[src/etx_line_map.svh]
// register map, field positions and timing constants of the e3 transmit line encoder
//------------------------------------------------------------
// Summary of operation
// - hdb3 replaces four zeros by 000V or B00V
// - B keeps alternation, V breaks it
// - odd pulse count between consecutive V pulses
// - otherwise hdb3 encodes exactly like ami
// - control bit 4: 0 hdb3, 1 ami
// - code select ignored in single-rail mode
// - code select shared with receive decoder
// - edge select 0: rails change on rising
// - edge select 1: rails change on falling
// - line clock driven alongside both rails
// - control bit 3: 0 dual, 1 single
// - single rail: nrz positive, frame on negative
// - ami marks alternate, zeros give no pulse
// - positive rail positive, negative rail negative
//------------------------------------------------------------
`ifndef ETX_LINE_MAP_SVH
`define ETX_LINE_MAP_SVH

// register indices, byte address is four times the index
`define ETX_IDX_IO_CTRL 6'h01
`define ETX_IDX_STATUS 6'h02
`define ETX_ADDR_LSB 2

// line_io_control layout and defaults
`define ETX_IO_CTRL_RESET 8'ha0
`define ETX_IO_CTRL_WMASK 8'hbf
`define ETX_BIT_TX_LOSS_DIS 7
`define ETX_BIT_LOSS 6
`define ETX_BIT_RX_LOSS_DIS 5
`define ETX_BIT_CODE 4
`define ETX_BIT_MODE 3
`define ETX_BIT_OUT_EDGE 2
`define ETX_BIT_IN_EDGE 1
`define ETX_BIT_REFRAME 0

// coding and timing
`define ETX_ZERO_RUN 4
`define ETX_CLK_PERIOD_NS 5
`define ETX_LOSS_TIME_NS 800
`define ETX_LOSS_CYC (`ETX_LOSS_TIME_NS / `ETX_CLK_PERIOD_NS)

`endif

[src/etx_pkg.sv]
// types shared by the e3 transmit line encoder files
package etx_pkg;

  // meaning of one bit slot in the coding pipeline
  typedef enum logic [1:0] {TAG_NONE, TAG_MARK, TAG_B, TAG_V} etx_tag_t;

  // one bit slot: data, frame marker and its pulse kind
  typedef struct packed {
    logic data;
    logic frame;
    etx_tag_t tag;
  } etx_slot_t;

  // settings handed to the receive decoder of the channel
  typedef struct packed {
    logic loss_disable;
    logic code_select;
    logic single_rail;
    logic in_edge_select;
    logic reframe;
  } etx_rx_cfg_t;

endpackage

[src/etx_hdb3_core.sv]
// ami and hdb3 symbol coder with a four slot look-ahead pipeline
`timescale 1ns/1ps
`include "etx_line_map.svh"

module etx_hdb3_core
  import etx_pkg::*;
#(
  parameter int DEPTH = `ETX_ZERO_RUN // slots of look-ahead
) (
  input wire logic mclk_in,
  input wire logic rstn_in,
  input wire logic bit_en_in,
  input wire logic data_in,
  input wire logic frame_in,
  input wire logic code_ami_in,
  output logic sym_data_out,
  output logic sym_frame_out,
  output logic sym_pos_out,
  output logic sym_neg_out
);

  //------------------------------------------------------------
  // state
  //------------------------------------------------------------
  etx_slot_t [DEPTH-1:0] pipe_reg, pipe_next; // slot 0 newest
  logic pol_reg, pol_next; // 1: last pulse was positive
  logic par_reg, par_next; // odd pulses since last V
  logic data_reg, data_next;
  logic frame_reg, frame_next;
  logic pos_reg, pos_next;
  logic neg_reg, neg_next;
  logic win_zero; // window free for substitution
  etx_slot_t cur; // slot leaving the pipeline

  assign cur = pipe_reg[DEPTH-1];

  // next state: emit oldest slot, shift, tag new zero runs
  always_comb begin
    pipe_next = pipe_reg;
    pol_next = pol_reg;
    par_next = par_reg;
    data_next = data_reg;
    frame_next = frame_reg;
    pos_next = pos_reg;
    neg_next = neg_reg;
    win_zero = 1'b0;
    if (bit_en_in) begin
      data_next = cur.data;
      frame_next = cur.frame;
      case (cur.tag)
        TAG_MARK, TAG_B: begin
          // alternate from the last pulse
          pos_next = !pol_reg;
          neg_next = pol_reg;
          pol_next = !pol_reg;
          par_next = !par_reg;
        end
        TAG_V: begin
          // repeat last polarity on purpose
          pos_next = pol_reg;
          neg_next = !pol_reg;
          par_next = 1'b0;
        end
        default: begin
          pos_next = 1'b0; // zeros give no pulse
          neg_next = 1'b0;
        end
      endcase
      for (int i = DEPTH - 1; i > 0; i--) begin
        pipe_next[i] = pipe_reg[i-1];
      end
      pipe_next[0].data = data_in;
      pipe_next[0].frame = frame_in;
      pipe_next[0].tag = data_in ? TAG_MARK : TAG_NONE;
      if (!code_ami_in && !data_in) begin
        // three older zeros still untouched make a run of four
        win_zero = 1'b1;
        for (int i = 0; i < DEPTH - 1; i++) begin
          if (pipe_reg[i].tag != TAG_NONE) begin
            win_zero = 1'b0;
          end
        end
        if (win_zero) begin
          pipe_next[0].tag = TAG_V;
          if (!par_next) begin
            pipe_next[DEPTH-1].tag = TAG_B; // even count: B00V
          end
        end
      end
    end
  end

  // registers only
  always_ff @(posedge mclk_in) begin
    if (!rstn_in) begin
      pipe_reg <= '0;
      pol_reg <= 1'b0;
      par_reg <= 1'b0;
      data_reg <= 1'b0;
      frame_reg <= 1'b0;
      pos_reg <= 1'b0;
      neg_reg <= 1'b0;
    end else begin
      pipe_reg <= pipe_next;
      pol_reg <= pol_next;
      par_reg <= par_next;
      data_reg <= data_next;
      frame_reg <= frame_next;
      pos_reg <= pos_next;
      neg_reg <= neg_next;
    end
  end

  assign sym_data_out = data_reg;
  assign sym_frame_out = frame_reg;
  assign sym_pos_out = pos_reg;
  assign sym_neg_out = neg_reg;

  //------------------------------------------------------------
  // assertions and their helpers
  //------------------------------------------------------------
  logic [2:0] zrun_reg; // zero symbols in a row
  logic [2:0] warm_reg; // slots emitted since reset
  logic seen_v_reg; // a V has already gone out

  // helper counters, only the checks read them
  always_ff @(posedge mclk_in) begin
    if (!rstn_in) begin
      zrun_reg <= 3'h0;
      warm_reg <= 3'h0;
      seen_v_reg <= 1'b0;
    end else if (bit_en_in) begin
      if (warm_reg != 3'h7) begin
        warm_reg <= warm_reg + 3'h1;
      end
      if (cur.tag == TAG_V) begin
        seen_v_reg <= 1'b1;
      end
      if (cur.tag != TAG_NONE || code_ami_in) begin
        zrun_reg <= 3'h0;
      end else if (zrun_reg != 3'h7) begin
        zrun_reg <= zrun_reg + 3'h1;
      end
    end
  end
endmodule // etx_hdb3_core

[src/etx_line_encoder.sv]
// e3 transmit line encoder: line clock recovery, rail coding and apb registers
//
// Added by the designer: the APB interface to the registers.
`timescale 1ns/1ps
`include "etx_line_map.svh"

module etx_line_encoder
  import etx_pkg::*;
#(
  parameter int ADDR_W = 8, // apb byte address width
  parameter int LOSS_CYC = `ETX_LOSS_CYC // cycles without a line clock edge
) (
  input wire logic mclk_in,
  input wire logic rstn_in,
  input wire logic [ADDR_W-1:0] paddr_in,
  input wire logic psel_in,
  input wire logic penable_in,
  input wire logic pwrite_in,
  input wire logic [31:0] pwdata_in,
  output logic [31:0] prdata_out,
  output logic pready_out,
  output logic pslverr_out,
  input wire logic line_clk_in,
  input wire logic tx_data_in,
  input wire logic tx_frame_start_in,
  output logic bit_take_out,
  output logic out_rail_positive_out,
  output logic out_rail_negative_out,
  output logic out_line_clock_out,
  output etx_rx_cfg_t rx_cfg_out
);

  localparam int LW = $clog2(LOSS_CYC + 1); // loss counter width

  //------------------------------------------------------------
  // line clock synchroniser and edge finder
  //------------------------------------------------------------
  logic [2:0] sync_reg, sync_next; // [0] first stage, [2] delayed copy
  logic rise_edge; // line clock rose
  logic fall_edge; // line clock fell
  logic act_edge; // edge chosen for rail updates

  // shift the pin in; only stage two onward is looked at
  always_comb begin
    sync_next = {sync_reg[1:0], line_clk_in};
  end

  // synchroniser registers
  always_ff @(posedge mclk_in) begin
    if (!rstn_in) begin
      sync_reg <= 3'h0;
    end else begin
      sync_reg <= sync_next;
    end
  end

  assign rise_edge = sync_reg[1] && !sync_reg[2];
  assign fall_edge = !sync_reg[1] && sync_reg[2];

  //------------------------------------------------------------
  // control register and loss of line clock
  //------------------------------------------------------------
  logic [7:0] line_io_control_reg, line_io_control_next;
  logic [LW-1:0] loss_cnt_reg, loss_cnt_next; // cycles since last edge
  logic loss_flag_reg, loss_flag_next; // line clock has stopped
  etx_rx_cfg_t rx_cfg_reg, rx_cfg_next; // copy for the receive decoder
  logic acc_done; // apb access ends this edge
  logic hit_ctrl; // address is the control register
  logic hit_stat; // address is the status register
  logic [ADDR_W-`ETX_ADDR_LSB-1:0] idx; // register index

  // edge select steers which edge moves the rails
  assign act_edge = line_io_control_reg[`ETX_BIT_OUT_EDGE] ? fall_edge : rise_edge;

  assign idx = paddr_in[ADDR_W-1:`ETX_ADDR_LSB];

  // decode: if/else chain, lane bits must be zero
  always_comb begin
    hit_ctrl = 1'b0;
    hit_stat = 1'b0;
    if (paddr_in[`ETX_ADDR_LSB-1:0] != '0) begin
      hit_ctrl = 1'b0; // unaligned: unmapped
    end else if (idx == (ADDR_W-`ETX_ADDR_LSB)'(`ETX_IDX_IO_CTRL)) begin
      hit_ctrl = 1'b1;
    end else if (idx == (ADDR_W-`ETX_ADDR_LSB)'(`ETX_IDX_STATUS)) begin
      hit_stat = 1'b1;
    end
  end

  // next control, loss and shared settings
  always_comb begin
    line_io_control_next = line_io_control_reg;
    if (acc_done && pwrite_in && hit_ctrl) begin
      // loss flag bit is read-only, keep it clear in storage
      line_io_control_next = pwdata_in[7:0] & `ETX_IO_CTRL_WMASK;
    end
    // counter saturates, an edge restarts it
    if (rise_edge || fall_edge) begin
      loss_cnt_next = '0;
    end else if (loss_cnt_reg != LW'(LOSS_CYC)) begin
      loss_cnt_next = loss_cnt_reg + LW'(1);
    end else begin
      loss_cnt_next = loss_cnt_reg;
    end
    loss_flag_next = (loss_cnt_reg == LW'(LOSS_CYC))
      && !line_io_control_reg[`ETX_BIT_TX_LOSS_DIS];
    // same setting drives the receive side decoding
    rx_cfg_next.code_select = line_io_control_next[`ETX_BIT_CODE];
    rx_cfg_next.single_rail = line_io_control_next[`ETX_BIT_MODE];
    rx_cfg_next.in_edge_select = line_io_control_next[`ETX_BIT_IN_EDGE];
    rx_cfg_next.loss_disable = line_io_control_next[`ETX_BIT_RX_LOSS_DIS];
    rx_cfg_next.reframe = line_io_control_next[`ETX_BIT_REFRAME];
  end

  // control registers
  always_ff @(posedge mclk_in) begin
    if (!rstn_in) begin
      line_io_control_reg <= `ETX_IO_CTRL_RESET;
      loss_cnt_reg <= '0;
      loss_flag_reg <= 1'b0;
      rx_cfg_reg <= '{1'b1, 1'b0, 1'b0, 1'b0, 1'b0};
    end else begin
      line_io_control_reg <= line_io_control_next;
      loss_cnt_reg <= loss_cnt_next;
      loss_flag_reg <= loss_flag_next;
      rx_cfg_reg <= rx_cfg_next;
    end
  end

  //------------------------------------------------------------
  // apb slave: one wait state, registered answer
  //------------------------------------------------------------
  logic pready_reg, pready_next;
  logic pslverr_reg, pslverr_next;
  logic [31:0] prdata_reg, prdata_next;

  assign acc_done = psel_in && penable_in && pready_reg;

  // answer the access phase one cycle after it opens
  always_comb begin
    pready_next = psel_in && penable_in && !pready_reg;
    pslverr_next = 1'b0;
    prdata_next = prdata_reg;
    if (psel_in && penable_in && !pready_reg) begin
      prdata_next = 32'h0;
      if (hit_ctrl) begin
        prdata_next[7:0] = line_io_control_reg;
        prdata_next[`ETX_BIT_LOSS] = loss_flag_reg;
      end else if (hit_stat) begin
        // live rail and clock levels for bring-up
        prdata_next[2:0] = {out_line_clock_out, out_rail_negative_out,
          out_rail_positive_out};
      end else begin
        pslverr_next = 1'b1; // unmapped address
      end
    end
  end

  // bus answer registers
  always_ff @(posedge mclk_in) begin
    if (!rstn_in) begin
      pready_reg <= 1'b0;
      pslverr_reg <= 1'b0;
      prdata_reg <= 32'h0;
    end else begin
      pready_reg <= pready_next;
      pslverr_reg <= pslverr_next;
      prdata_reg <= prdata_next;
    end
  end

  assign pready_out = pready_reg;
  assign pslverr_out = pslverr_reg;
  assign prdata_out = prdata_reg;
  assign rx_cfg_out = rx_cfg_reg;

  //------------------------------------------------------------
  // symbol coder
  //------------------------------------------------------------
  logic enc_data; // nrz bit leaving the pipeline
  logic enc_frame; // frame marker of that bit
  logic enc_pos; // coded positive pulse
  logic enc_neg; // coded negative pulse

  // pipeline also carries single-rail data so mode changes stay aligned
  etx_hdb3_core #(
    .DEPTH(`ETX_ZERO_RUN)
  ) u_coder (
    .mclk_in(mclk_in),
    .rstn_in(rstn_in),
    .bit_en_in(act_edge),
    .data_in(tx_data_in),
    .frame_in(tx_frame_start_in),
    .code_ami_in(line_io_control_reg[`ETX_BIT_CODE]),
    .sym_data_out(enc_data),
    .sym_frame_out(enc_frame),
    .sym_pos_out(enc_pos),
    .sym_neg_out(enc_neg)
  );

  //------------------------------------------------------------
  // rails and line clock out
  //------------------------------------------------------------
  logic pos_reg, pos_next;
  logic neg_reg, neg_next;
  logic lclk_reg, lclk_next;
  logic take_reg, take_next;

  // rails move only on the selected edge, together with the clock copy
  always_comb begin
    pos_next = pos_reg;
    neg_next = neg_reg;
    take_next = act_edge; // tells the framer its bit was taken
    lclk_next = sync_reg[1];
    if (act_edge) begin
      if (line_io_control_reg[`ETX_BIT_MODE]) begin
        // single rail: code select has no say here
        pos_next = enc_data;
        neg_next = enc_frame;
      end else begin
        pos_next = enc_pos;
        neg_next = enc_neg;
      end
    end
  end

  // output registers, every top output leaves a flop
  always_ff @(posedge mclk_in) begin
    if (!rstn_in) begin
      pos_reg <= 1'b0;
      neg_reg <= 1'b0;
      lclk_reg <= 1'b0;
      take_reg <= 1'b0;
    end else begin
      pos_reg <= pos_next;
      neg_reg <= neg_next;
      lclk_reg <= lclk_next;
      take_reg <= take_next;
    end
  end

  assign out_rail_positive_out = pos_reg;
  assign out_rail_negative_out = neg_reg;
  assign out_line_clock_out = lclk_reg;
  assign bit_take_out = take_reg;
endmodule // etx_line_encoder

[config.mk]
export PLATFORM = sky130hd
export DESIGN_NAME = etx_line_encoder
export DESIGN_NICKNAME = d
export VERILOG_FILES = /design/src/etx_pkg.sv /design/src/etx_hdb3_core.sv /design/src/etx_line_encoder.sv
export VERILOG_INCLUDE_DIRS = /design/src
export SDC_FILE = /design/constraint.sdc
export NUM_CORES = 1
export LEC_CHECK = 0
export BUFFER_PORTS_ARGS = -buffer_cell sky130_fd_sc_hd__clkbuf_2
export CORE_MARGIN = 1
export CORE_UTILIZATION = 23
export CTS_CLUSTER_SIZE = 8
export DETAILED_ROUTE_END_ITERATION = 8
export PLACE_DENSITY = 0.53
export SLEW_MARGIN = 20
export SYNTH_ARGS = -nofsm -noshare
export SYNTH_HDL_FRONTEND = slang
export SYNTH_SLANG_ARGS = --single-unit
[constraint.sdc]
create_clock -name mclk_in -period 1.8 [get_ports mclk_in]
set_input_delay 0 -clock mclk_in [delete_from_list [all_inputs] [get_ports mclk_in]]
set_output_delay 0 -clock mclk_in [all_outputs]
set_load 0.1 [all_outputs]
Yosys cells after proc, flatten, opt, wreduce, memory -nomap -nowiden

Cells that the tools add are included.

Bits in registers: 60
Word-level logic and storage cells: 99
Bits of input ports: 48
Output and inout port bits: 43

Reduce and logical (&&, ||, !) cells: 26
Eq/ne operators: 7
$add $sub $neg: 1
Bitwise gates (word level): 2
Multiplexer cells: 28

Operator list:

| kind                  | count |
|---|---|
| $mux W1               | 16 |
| $mux W2               | 5 |
| $logic_and A1 B1 Y1   | 9 |
| $add A8 B1 Y8 const B | 1 |
| $eq A8 B8 Y1 const B  | 1 |
| $logic_not A1 Y1      | 8 |
| $ne A8 B8 Y1 const B  | 1 |
| $reduce_bool A2 Y1    | 4 |
| $eq A6 B1 Y1 const B  | 1 |
| $eq A6 B2 Y1 const B  | 1 |
| $mux W3               | 2 |
| $mux W6               | 1 |
| $pmux W1 S2           | 3 |
| $mux W5               | 1 |
| $eq A2 B2 Y1 const B  | 2 |
| $reduce_or A2 Y1      | 2 |
| $reduce_or A3 Y1      | 1 |
| $eq A2 B1 Y1 const B  | 1 |
| $not A1 Y1            | 2 |
| $reduce_and A2 Y1     | 1 |
| $logic_or A1 B1 Y1    | 1 |

Logic depth before layout (Yosys ltp)

Gate-level depths: netlist (run 1).

Depth in word-level cells: 8
Depth in mapped cells: 6
Mapped depth without buffers: 5

Modules after synthesis

Synthesis (run 1) repeated with hierarchy kept, for this count alone.

Cell total of the unflattened synthesis: 269
Area, all modules: 2532.4 sq um

Modules (own cells, without submodules):

| module           | seq. area each (sq um) | cells an instance | times used | area each (sq um) |
|---|---|---|---|---|
| etx_line_encoder | 640.6                  | 180               | 1          | 1612.8 |
| etx_hdb3_core    | 440.4                  | 89                | 1          | 919.6 |

Worst setup path after synthesis (run 1)

No wires, ideal clock.

Path type: reg-to-reg
Start: reg sync_reg[2]
End: reg u_coder.pipe_reg[0] (netlist bit)
Stages on the path, launching flop included: 7
Data required time: 1667 ps
Buffers on the path: 1
Slack: -285 ps
Clock period less this slack: 2085 ps
Setup time: 133 ps
Arrival: 1952 ps
Cells stage by stage: dfxtp_1 -> inv_1 -> ha_1 -> mux2_2 -> buf_2 -> nand3_1 -> a31oi_1

Word-level cells in the longest chain between the ends: 3
Elaborated cells between the ends (all ways): 4
Classes of those cells: mux (1); reduce/logical (3)

RTL lines:

| element                  | line                   | text |
|---|---|---|
| start: declaration       | etx_line_encoder.sv:38 | `logic [2:0] sync_reg, sync_next;` |
| start signal: assignment | etx_line_encoder.sv:53 | `sync_reg <= sync_next;` |
| $logic_not A1 Y1         | etx_line_encoder.sv:57 | `assign rise_edge = sync_reg[1] && !sync_reg[2];` |
| $logic_and A1 B1 Y1      | etx_line_encoder.sv:57 |  |
| $mux W1 (*)              | etx_line_encoder.sv:73 | `` assign act_edge = line_io_control_reg[`ETX_BIT_OUT_EDGE] ? fall_edge : rise_edge; `` |
| end signal: assignment   | etx_hdb3_core.sv:104   | `pipe_reg <= pipe_next;` |
| end: declaration         | etx_hdb3_core.sv:25    | `etx_slot_t [DEPTH-1:0] pipe_reg, pipe_next;` |

Mark *: on every way between the ends. The rest lies on a longest branch, timed or not.
A chain may end at the register's enable or synchronous reset.

Worst setup path after layout (run 1)

Start: reg sync_reg[2]
End: reg u_coder.pol_reg

Word-level cells in the longest chain between the ends: 4
Elaborated cells between the ends (all ways): 5
Classes of those cells: mux (1); reduce/logical (4)

RTL lines:

| element                         | line                   | text |
|---|---|---|
| $logic_not A1 Y1                | etx_line_encoder.sv:57 |  |
| $logic_and A1 B1 Y1             | etx_line_encoder.sv:57 |  |
| $mux W1 (*)                     | etx_line_encoder.sv:73 |  |
| $reduce_and A2 Y1 (no line) (*) | --                     |  |
| end signal: assignment          | etx_hdb3_core.sv:105   | `pol_reg <= pol_next;` |
| end: declaration                | etx_hdb3_core.sv:26    | `logic pol_reg, pol_next;` |

Marked as above.

==> results of run 1 <==
==> cell type report <==
cell class / instances / share of cell area
multi-input combinational: 203 / 0.4028
sequential: 54 / 0.3711
timing repair buffer: 55 / 0.1150
tap: 136 / 0.05834
clock buffer: 5 / 0.02360
clock inverter: 3 / 0.01502
inverter: 11 / 0.01416
==> power groups by stage <==
stage	sequential (mW)	combinational, mW	clock (mW)
detailed placement	1.26	0.405	0
global route	1.24	0.446	0.895
floorplan	1.29	0.350	0
CTS	1.23	0.423	0.853
global placement	1.26	0.402	0
finish	1.23	0.420	0.828
==> kinds of logic (layout without fill, tap and decap cells) <==
| logic type | count (synthesis) | after routing | share of synthesized area |
|---|---|---|---|
| and+or+nand+nor | 110 | 110 | 0.2334 |
| buffers and inverters | 52 | 74 | 0.1260 |
| xor gates and xnor gates | 4 | 4 | 0.01412 |
| DFF | 54 | 54 | 0.4355 |
| adders and majority gates | 6 | 6 | 0.03024 |
| AOI/OAI and AO/OA | 45 | 45 | 0.1023 |
| muxes | 14 | 14 | 0.05695 |
| other | 1 | 24 | 0.001511 |
==> per-layer routing <==
metal | global-route usage | wire length (um)
met2 | 0.1503 | 2257
met5 | 0 | 0
met4 | 0.02976 | 53
met3 | 0.02207 | 220
met1 | 0.1168 | 2395
==> critical path: stages (launching register included) <==
cell and delay, ps:
dfxtp_2 370, inv_1 60, ha_1 200, mux2i_1 410
buf_4 280, o21ai_0 90, a21oi_1 130
==> repair_timing <==
item / 4_1_cts / 5_1_grt
hold buffers: 10 / 0
hold endpoints to repair: 11 / 0
buffers inserted: 0 / 0
==> final timing paths <==
check                                                    end  slack, ps
worst max-delay path            u_coder.pol_reg$_SDFFE_PN0P_        200
worst min-delay path              prdata_out[0]$_SDFFE_PN0N_         80
worst max register to register  u_coder.pol_reg$_SDFFE_PN0P_        200
worst min register to register        sync_reg[1]$_SDFF_PN0_        440
==> cells in the final DEF (no fill, tap or decap), types with 5 or more instances in the layout <==
master         instances
dfxtp_1               53
nand2_1               50
clkbuf_2              41
a21oi_1               27
conb_1                24
mux2i_1               13
nor2_1                13
inv_1                 10
nand3_1               10
nand4_1               10
dlygate4sd3_1         10
o21ai_0                6
ha_1                   6
or3_1                  5
a211oi_1               5
clkbuf_8               5
==> per-stage QoR <==
stage	instance area, um^2	hold slack (ps)	util	total power, mW
floorplan	2570	127.3	-	1.644
global placement	2704	229.9	0.2596	1.662
detailed placement	2704	228.9	0.2596	1.665
CTS	2917	78.38	0.2800	2.508
global route	2917	102.9	0.2800	2.577
finish	2917	77.48	0.2800	2.481
==> run metrics, run 1 <==
Reg clk slew, reported paths=110 ps; die height=105.9 um; detailed placement HPWL=3.580 mm; layout cells sized above 1=0.1813; H-tree Lvls=2; Starting Density=0.2383; Synth top cells by count=dfxtp_1, nand2_1, buf_4; clk buf depth=2; Cell Int Power=1.705 mW; Crit Path Class=reg2reg; critical path endpoint category=flop; Setup WS pre-CTS=192.5 ps; P&R area growth vs syn=17.49%; Worst Skew=13.25 ps; gr ovfl total=0; Cell Pwr Density=850.8 nW/um^2; Worst Setup SP=sync_reg[2]$_SDFF_PN0_; reg2reg path depth=6; Avg Inst Size Synth=8.680 um^2; number of flops mapped to enable cells by yosys=0; worst-path fanout max=12; TNS Setup=0 ps; 1st-pass router iterations=4; core footprint=10,420 um^2; Fillers=1,105; cell total after placement=449; GRT Overall Usage=0.09127; post-synthesis sequential area ratio=0.4355; fmax=624.2 MHz; area taken by multi-input logic gates=1175 um^2; status=completed; drt initial violations=76; Rel. slew slack=0.5744; Syn. warnings=0; Logic pwr share=0.169; vias per cell=4.193; root buffer cell=clkbuf_8; synthesized area=2482 um^2; worst skew pair latency=310 ps; die area=11,210 um^2; share of the synthesized area in the top cell type=0.4355; Final Wtd Congestion=0.7602; synth unique cells=41; I/O pin total=91; Yosys top cell by area=dfxtp_1; max_cap viols=0; DRC=0; Final #Nets=384; main flop type after synthesis=dfxtp_1; CTS tree=done; CP Launch Type=flop; count leader, synth=dfxtp_1; WL per Instance=10.55 um; Hold Path Class=in2reg; CP Data Arrival Time=1840 ps; Final ANT Viol Nets=0; largest net degree at the start of global routing=38; ANT cells=0; Slew @ Worst Pin=637.5 ps; RSZ-0062 raised after global routing=no; Sw Share=0.3128; Non-Filler Instances=467; Worst Hold Path Cells=4; vias in the first global route=1,781; initial antenna violation count=0; clk sinks=54; FF+latch area=1082 um^2; die width=105.9 um; Psw=0.7761 mW; FFs w/ async S/R, synth=0; # port buffers=41; Clk network pwr share=0.334; std cell rows=37; Yosys reg bits=54; Num CTS Buffers=5; WP data required=2040 ps; first-pass GRT wire length=8.293 mm; fin crit share=0.8901; Lkg Pwr=1.137 nW; Reg-to-Reg Start=sync_reg[2]$_SDFF_PN0_; Gate Count Post-Synth=286; Worst VDD drop=0.4774 mV; Largest register FFs=12; final wirelength=4.927 mm; HP Start=paddr_in[6]; fin worst setup slack=197.9 ps; Max Slew Vio Count=0; Vias=1,958; CTS resizes=0; Synth area leaders=dfxtp_1, buf_4, nand2_1; Sequential Power Share=0.497; Final Hold Fails=0; final setup violation count=0; min cycle time layout=1602 ps
Note: power is estimated with default switching activity, not from simulation.
==> run 2, diff against run 1 <==
Settings changed: CELL_PAD_IN_SITES_DETAIL_PLACEMENT set to 0, CELL_PAD_IN_SITES_GLOBAL_PLACEMENT set to 1, MAX_ROUTING_LAYER set to met4, PLACE_DENSITY 0.53 to 0.65.
==> run 2 against run 1 <==
  * Sequential share of layout area grew 0.21 points
  * Register-to-register slack hardly changed
  * Wire length rose by 3.2%
  * Hold slack worse by 17 ps
  * Die area is the same
  * Total power is 5.3% lower
  * Flip-flop and latch count did not move
  * Critical path depth down 1
  * Fmax hardly changed
  * Combinational power rose by 1%
==> run metrics, run 2 (synthesized netlist as in run 1, its figures left out) <==
Placed Area=2709 um^2 (was 2704 um^2); Hold Path Class=in2reg (unchanged); TNS Setup=0 ps (unchanged); Reg-to-Reg Start=loss_cnt_reg[0]$_SDFFE_PP0P_ (was sync_reg[2]$_SDFF_PN0_); Pwr Total=2.350 mW (was 2.481 mW); gr ovfl total=0 (unchanged); Fillers=1,146 (was 1,105); Non-Filler Cell Area, Final=2900 um^2 (was 2917 um^2); vias in the first global route=1,866 (was 1,781); die area=11,210 um^2 (unchanged); Crit Path Class=reg2reg (unchanged); core footprint=10,420 um^2 (unchanged); root buffer cell=clkbuf_8 (unchanged); detailed placement HPWL=3.623 mm (was 3.580 mm); min cycle time layout=1601 ps (was 1602 ps); Worst path slowest cell=or4bb_1 (was mux2i_1); Final Wtd Congestion=0.8183 (was 0.7602); P&R area growth vs syn=16.83% (was 17.49%); Rel. slew slack=0.5723 (was 0.5744); most frequent cells in the layout=dfxtp_1, nand2_1, clkbuf_2 (unchanged); Vias=1,963 (was 1,958); WP data required=1990 ps (was 2040 ps); DRC=0 (unchanged); Worst Setup SP=loss_cnt_reg[0]$_SDFFE_PP0P_ (was sync_reg[2]$_SDFF_PN0_); fmax=624.6 MHz (was 624.2 MHz); Cell Pwr Density=810.3 nW/um^2 (was 850.8 nW/um^2); clk buf depth=2 (unchanged); clk sinks=54 (unchanged); FF+latch area=1082 um^2 (unchanged); std cell rows=37 (unchanged); CP Data Arrival Time=1790 ps (was 1840 ps); cell total after placement=448 (was 449); Final ANT Viol Nets=0 (unchanged); HP Start=paddr_in[7] (was paddr_in[6]); Final Hold Fails=0 (unchanged); Lkg Pwr=1.128 nW (was 1.137 nW); Slew @ Worst Pin=640.6 ps (was 637.5 ps); Cell Chain, Critical Path=inv_1 > ha_1 > or4bb_1 > nor2_1 > nor3_1 (was inv_1 > ha_1 > mux2i_1 > buf_4 > o21ai_0 > a21oi_1); final wirelength=5.087 mm (was 4.927 mm); Max Slew Vio Count=0 (unchanged); slowest stage delay, CP=560 ps (was 410 ps); 1st-pass router iterations=4 (unchanged); final setup violation count=0 (unchanged); Non-Filler Instances=466 (was 467); ANT cells=0 (unchanged); Reg clk slew, reported paths=100 ps (was 110 ps); vias per cell=4.212 (was 4.193); CP Launch Type=flop (unchanged); I/O pin total=91 (unchanged); # port buffers=41 (unchanged); Num CTS Buffers=5 (unchanged); worst skew pair latency=310 ps (about the same); initial antenna violation count=0 (unchanged); area taken by multi-input logic gates=1175 um^2 (unchanged); first-pass GRT wire length=8.604 mm (was 8.293 mm); Largest register FFs=12 (unchanged); RSZ-0062 raised after global routing=no (unchanged); status=completed (unchanged); most common cell after layout, fill and taps aside=dfxtp_1 (unchanged); worst-path fanout max=6 (was 12); max_cap viols=0 (unchanged); Worst Skew=9.128 ps (was 13.25 ps); r2r setup slk=200 ps (about the same); Final #Nets=383 (was 384); drt initial violations=89 (was 76); CTS tree=done (unchanged); layout cells sized above 1=0.1758 (was 0.1813); critical path endpoint category=flop (unchanged); # Post-CTS Setup Buffers=0 (unchanged); Worst VDD drop=0.3116 mV (was 0.4774 mV); largest net degree at the start of global routing=38 (unchanged); die width=105.9 um (unchanged); fin crit share=0.8894 (was 0.8901); die height=105.9 um (unchanged); GRT Overall Usage=0.09869 (was 0.09127); Starting Density=0.2383 (unchanged); H-tree Lvls=2 (unchanged); WL per Instance=10.92 um (was 10.55 um)
[run 2: cell types whose count changed in the layout (fill, tap and decap cells not counted)]
cell	delta
clkbuf_8	+1
buf_4	-2
buf_12	+1
bufinv_16	-1
inv_6	-1
clkbuf_1	+1
[run 2: critical path, delay by kind of cell (launching register included)]
kind	cells	cell delay, ps
fa+ha+maj	1	170
buf+inv	1	100
flops	1	370
simple gates	3	850
[run 2: routing by layer]
metal / routed length (um) / up-vias / track usage
met2: 2237 / 59 / 0.1485
met5: 0 / - / -
met4: 82 / 0 / 0.03869
met3: 315 / 5 / 0.03127
met1: 2451 / 886 / 0.1228
li1: - / 1013 / -
[run 2: layout make-up]
| cell class | count | share of cell area |
|---|---|---|
| clock buffers | 7 | 0.02977 |
| clock inverters | 1 | 0.001726 |
| inverters | 11 | 0.01424 |
| multi-input cells | 203 | 0.4051 |
| flip-flops and latches | 54 | 0.3732 |
| well taps | 136 | 0.05867 |
| repair buffers | 54 | 0.1173 |
[run 2: through the flow]
step	hold slack, ps	utilization	worst slack, ps
floorplan	127.3	-	58.45
global placement	231.9	0.2601	232.3
detailed placement	235.1	0.2601	198.0
CTS	60.52	0.2784	179.3
global route	78.88	0.2784	82.85
finish	59.99	0.2784	199.0
[run 2: worst paths after layout]
kind,endpoint,cells past startpoint
max,loss_cnt_reg[2]$_SDFFE_PP0P_,5
min,prdata_out[3]$_SDFFE_PN0N_,4
max reg2reg,loss_cnt_reg[2]$_SDFFE_PP0P_,5
min reg2reg,sync_reg[1]$_SDFF_PN0_,1
[run 2: report_power, final]
group | internal, mW | switching, mW | leakage [nW]
clock network | 0.311 | 0.383 | 0.0482
registers | 1.21 | 0.0176 | 0.438
logic | 0.0742 | 0.350 | 0.642
total | 1.60 | 0.750 | 1.13
[run 2: timing repair]
item	in CTS	in global routing
gates resized for setup	0	0
hold buffers	10	0
endpoints found under the hold margin	11	0
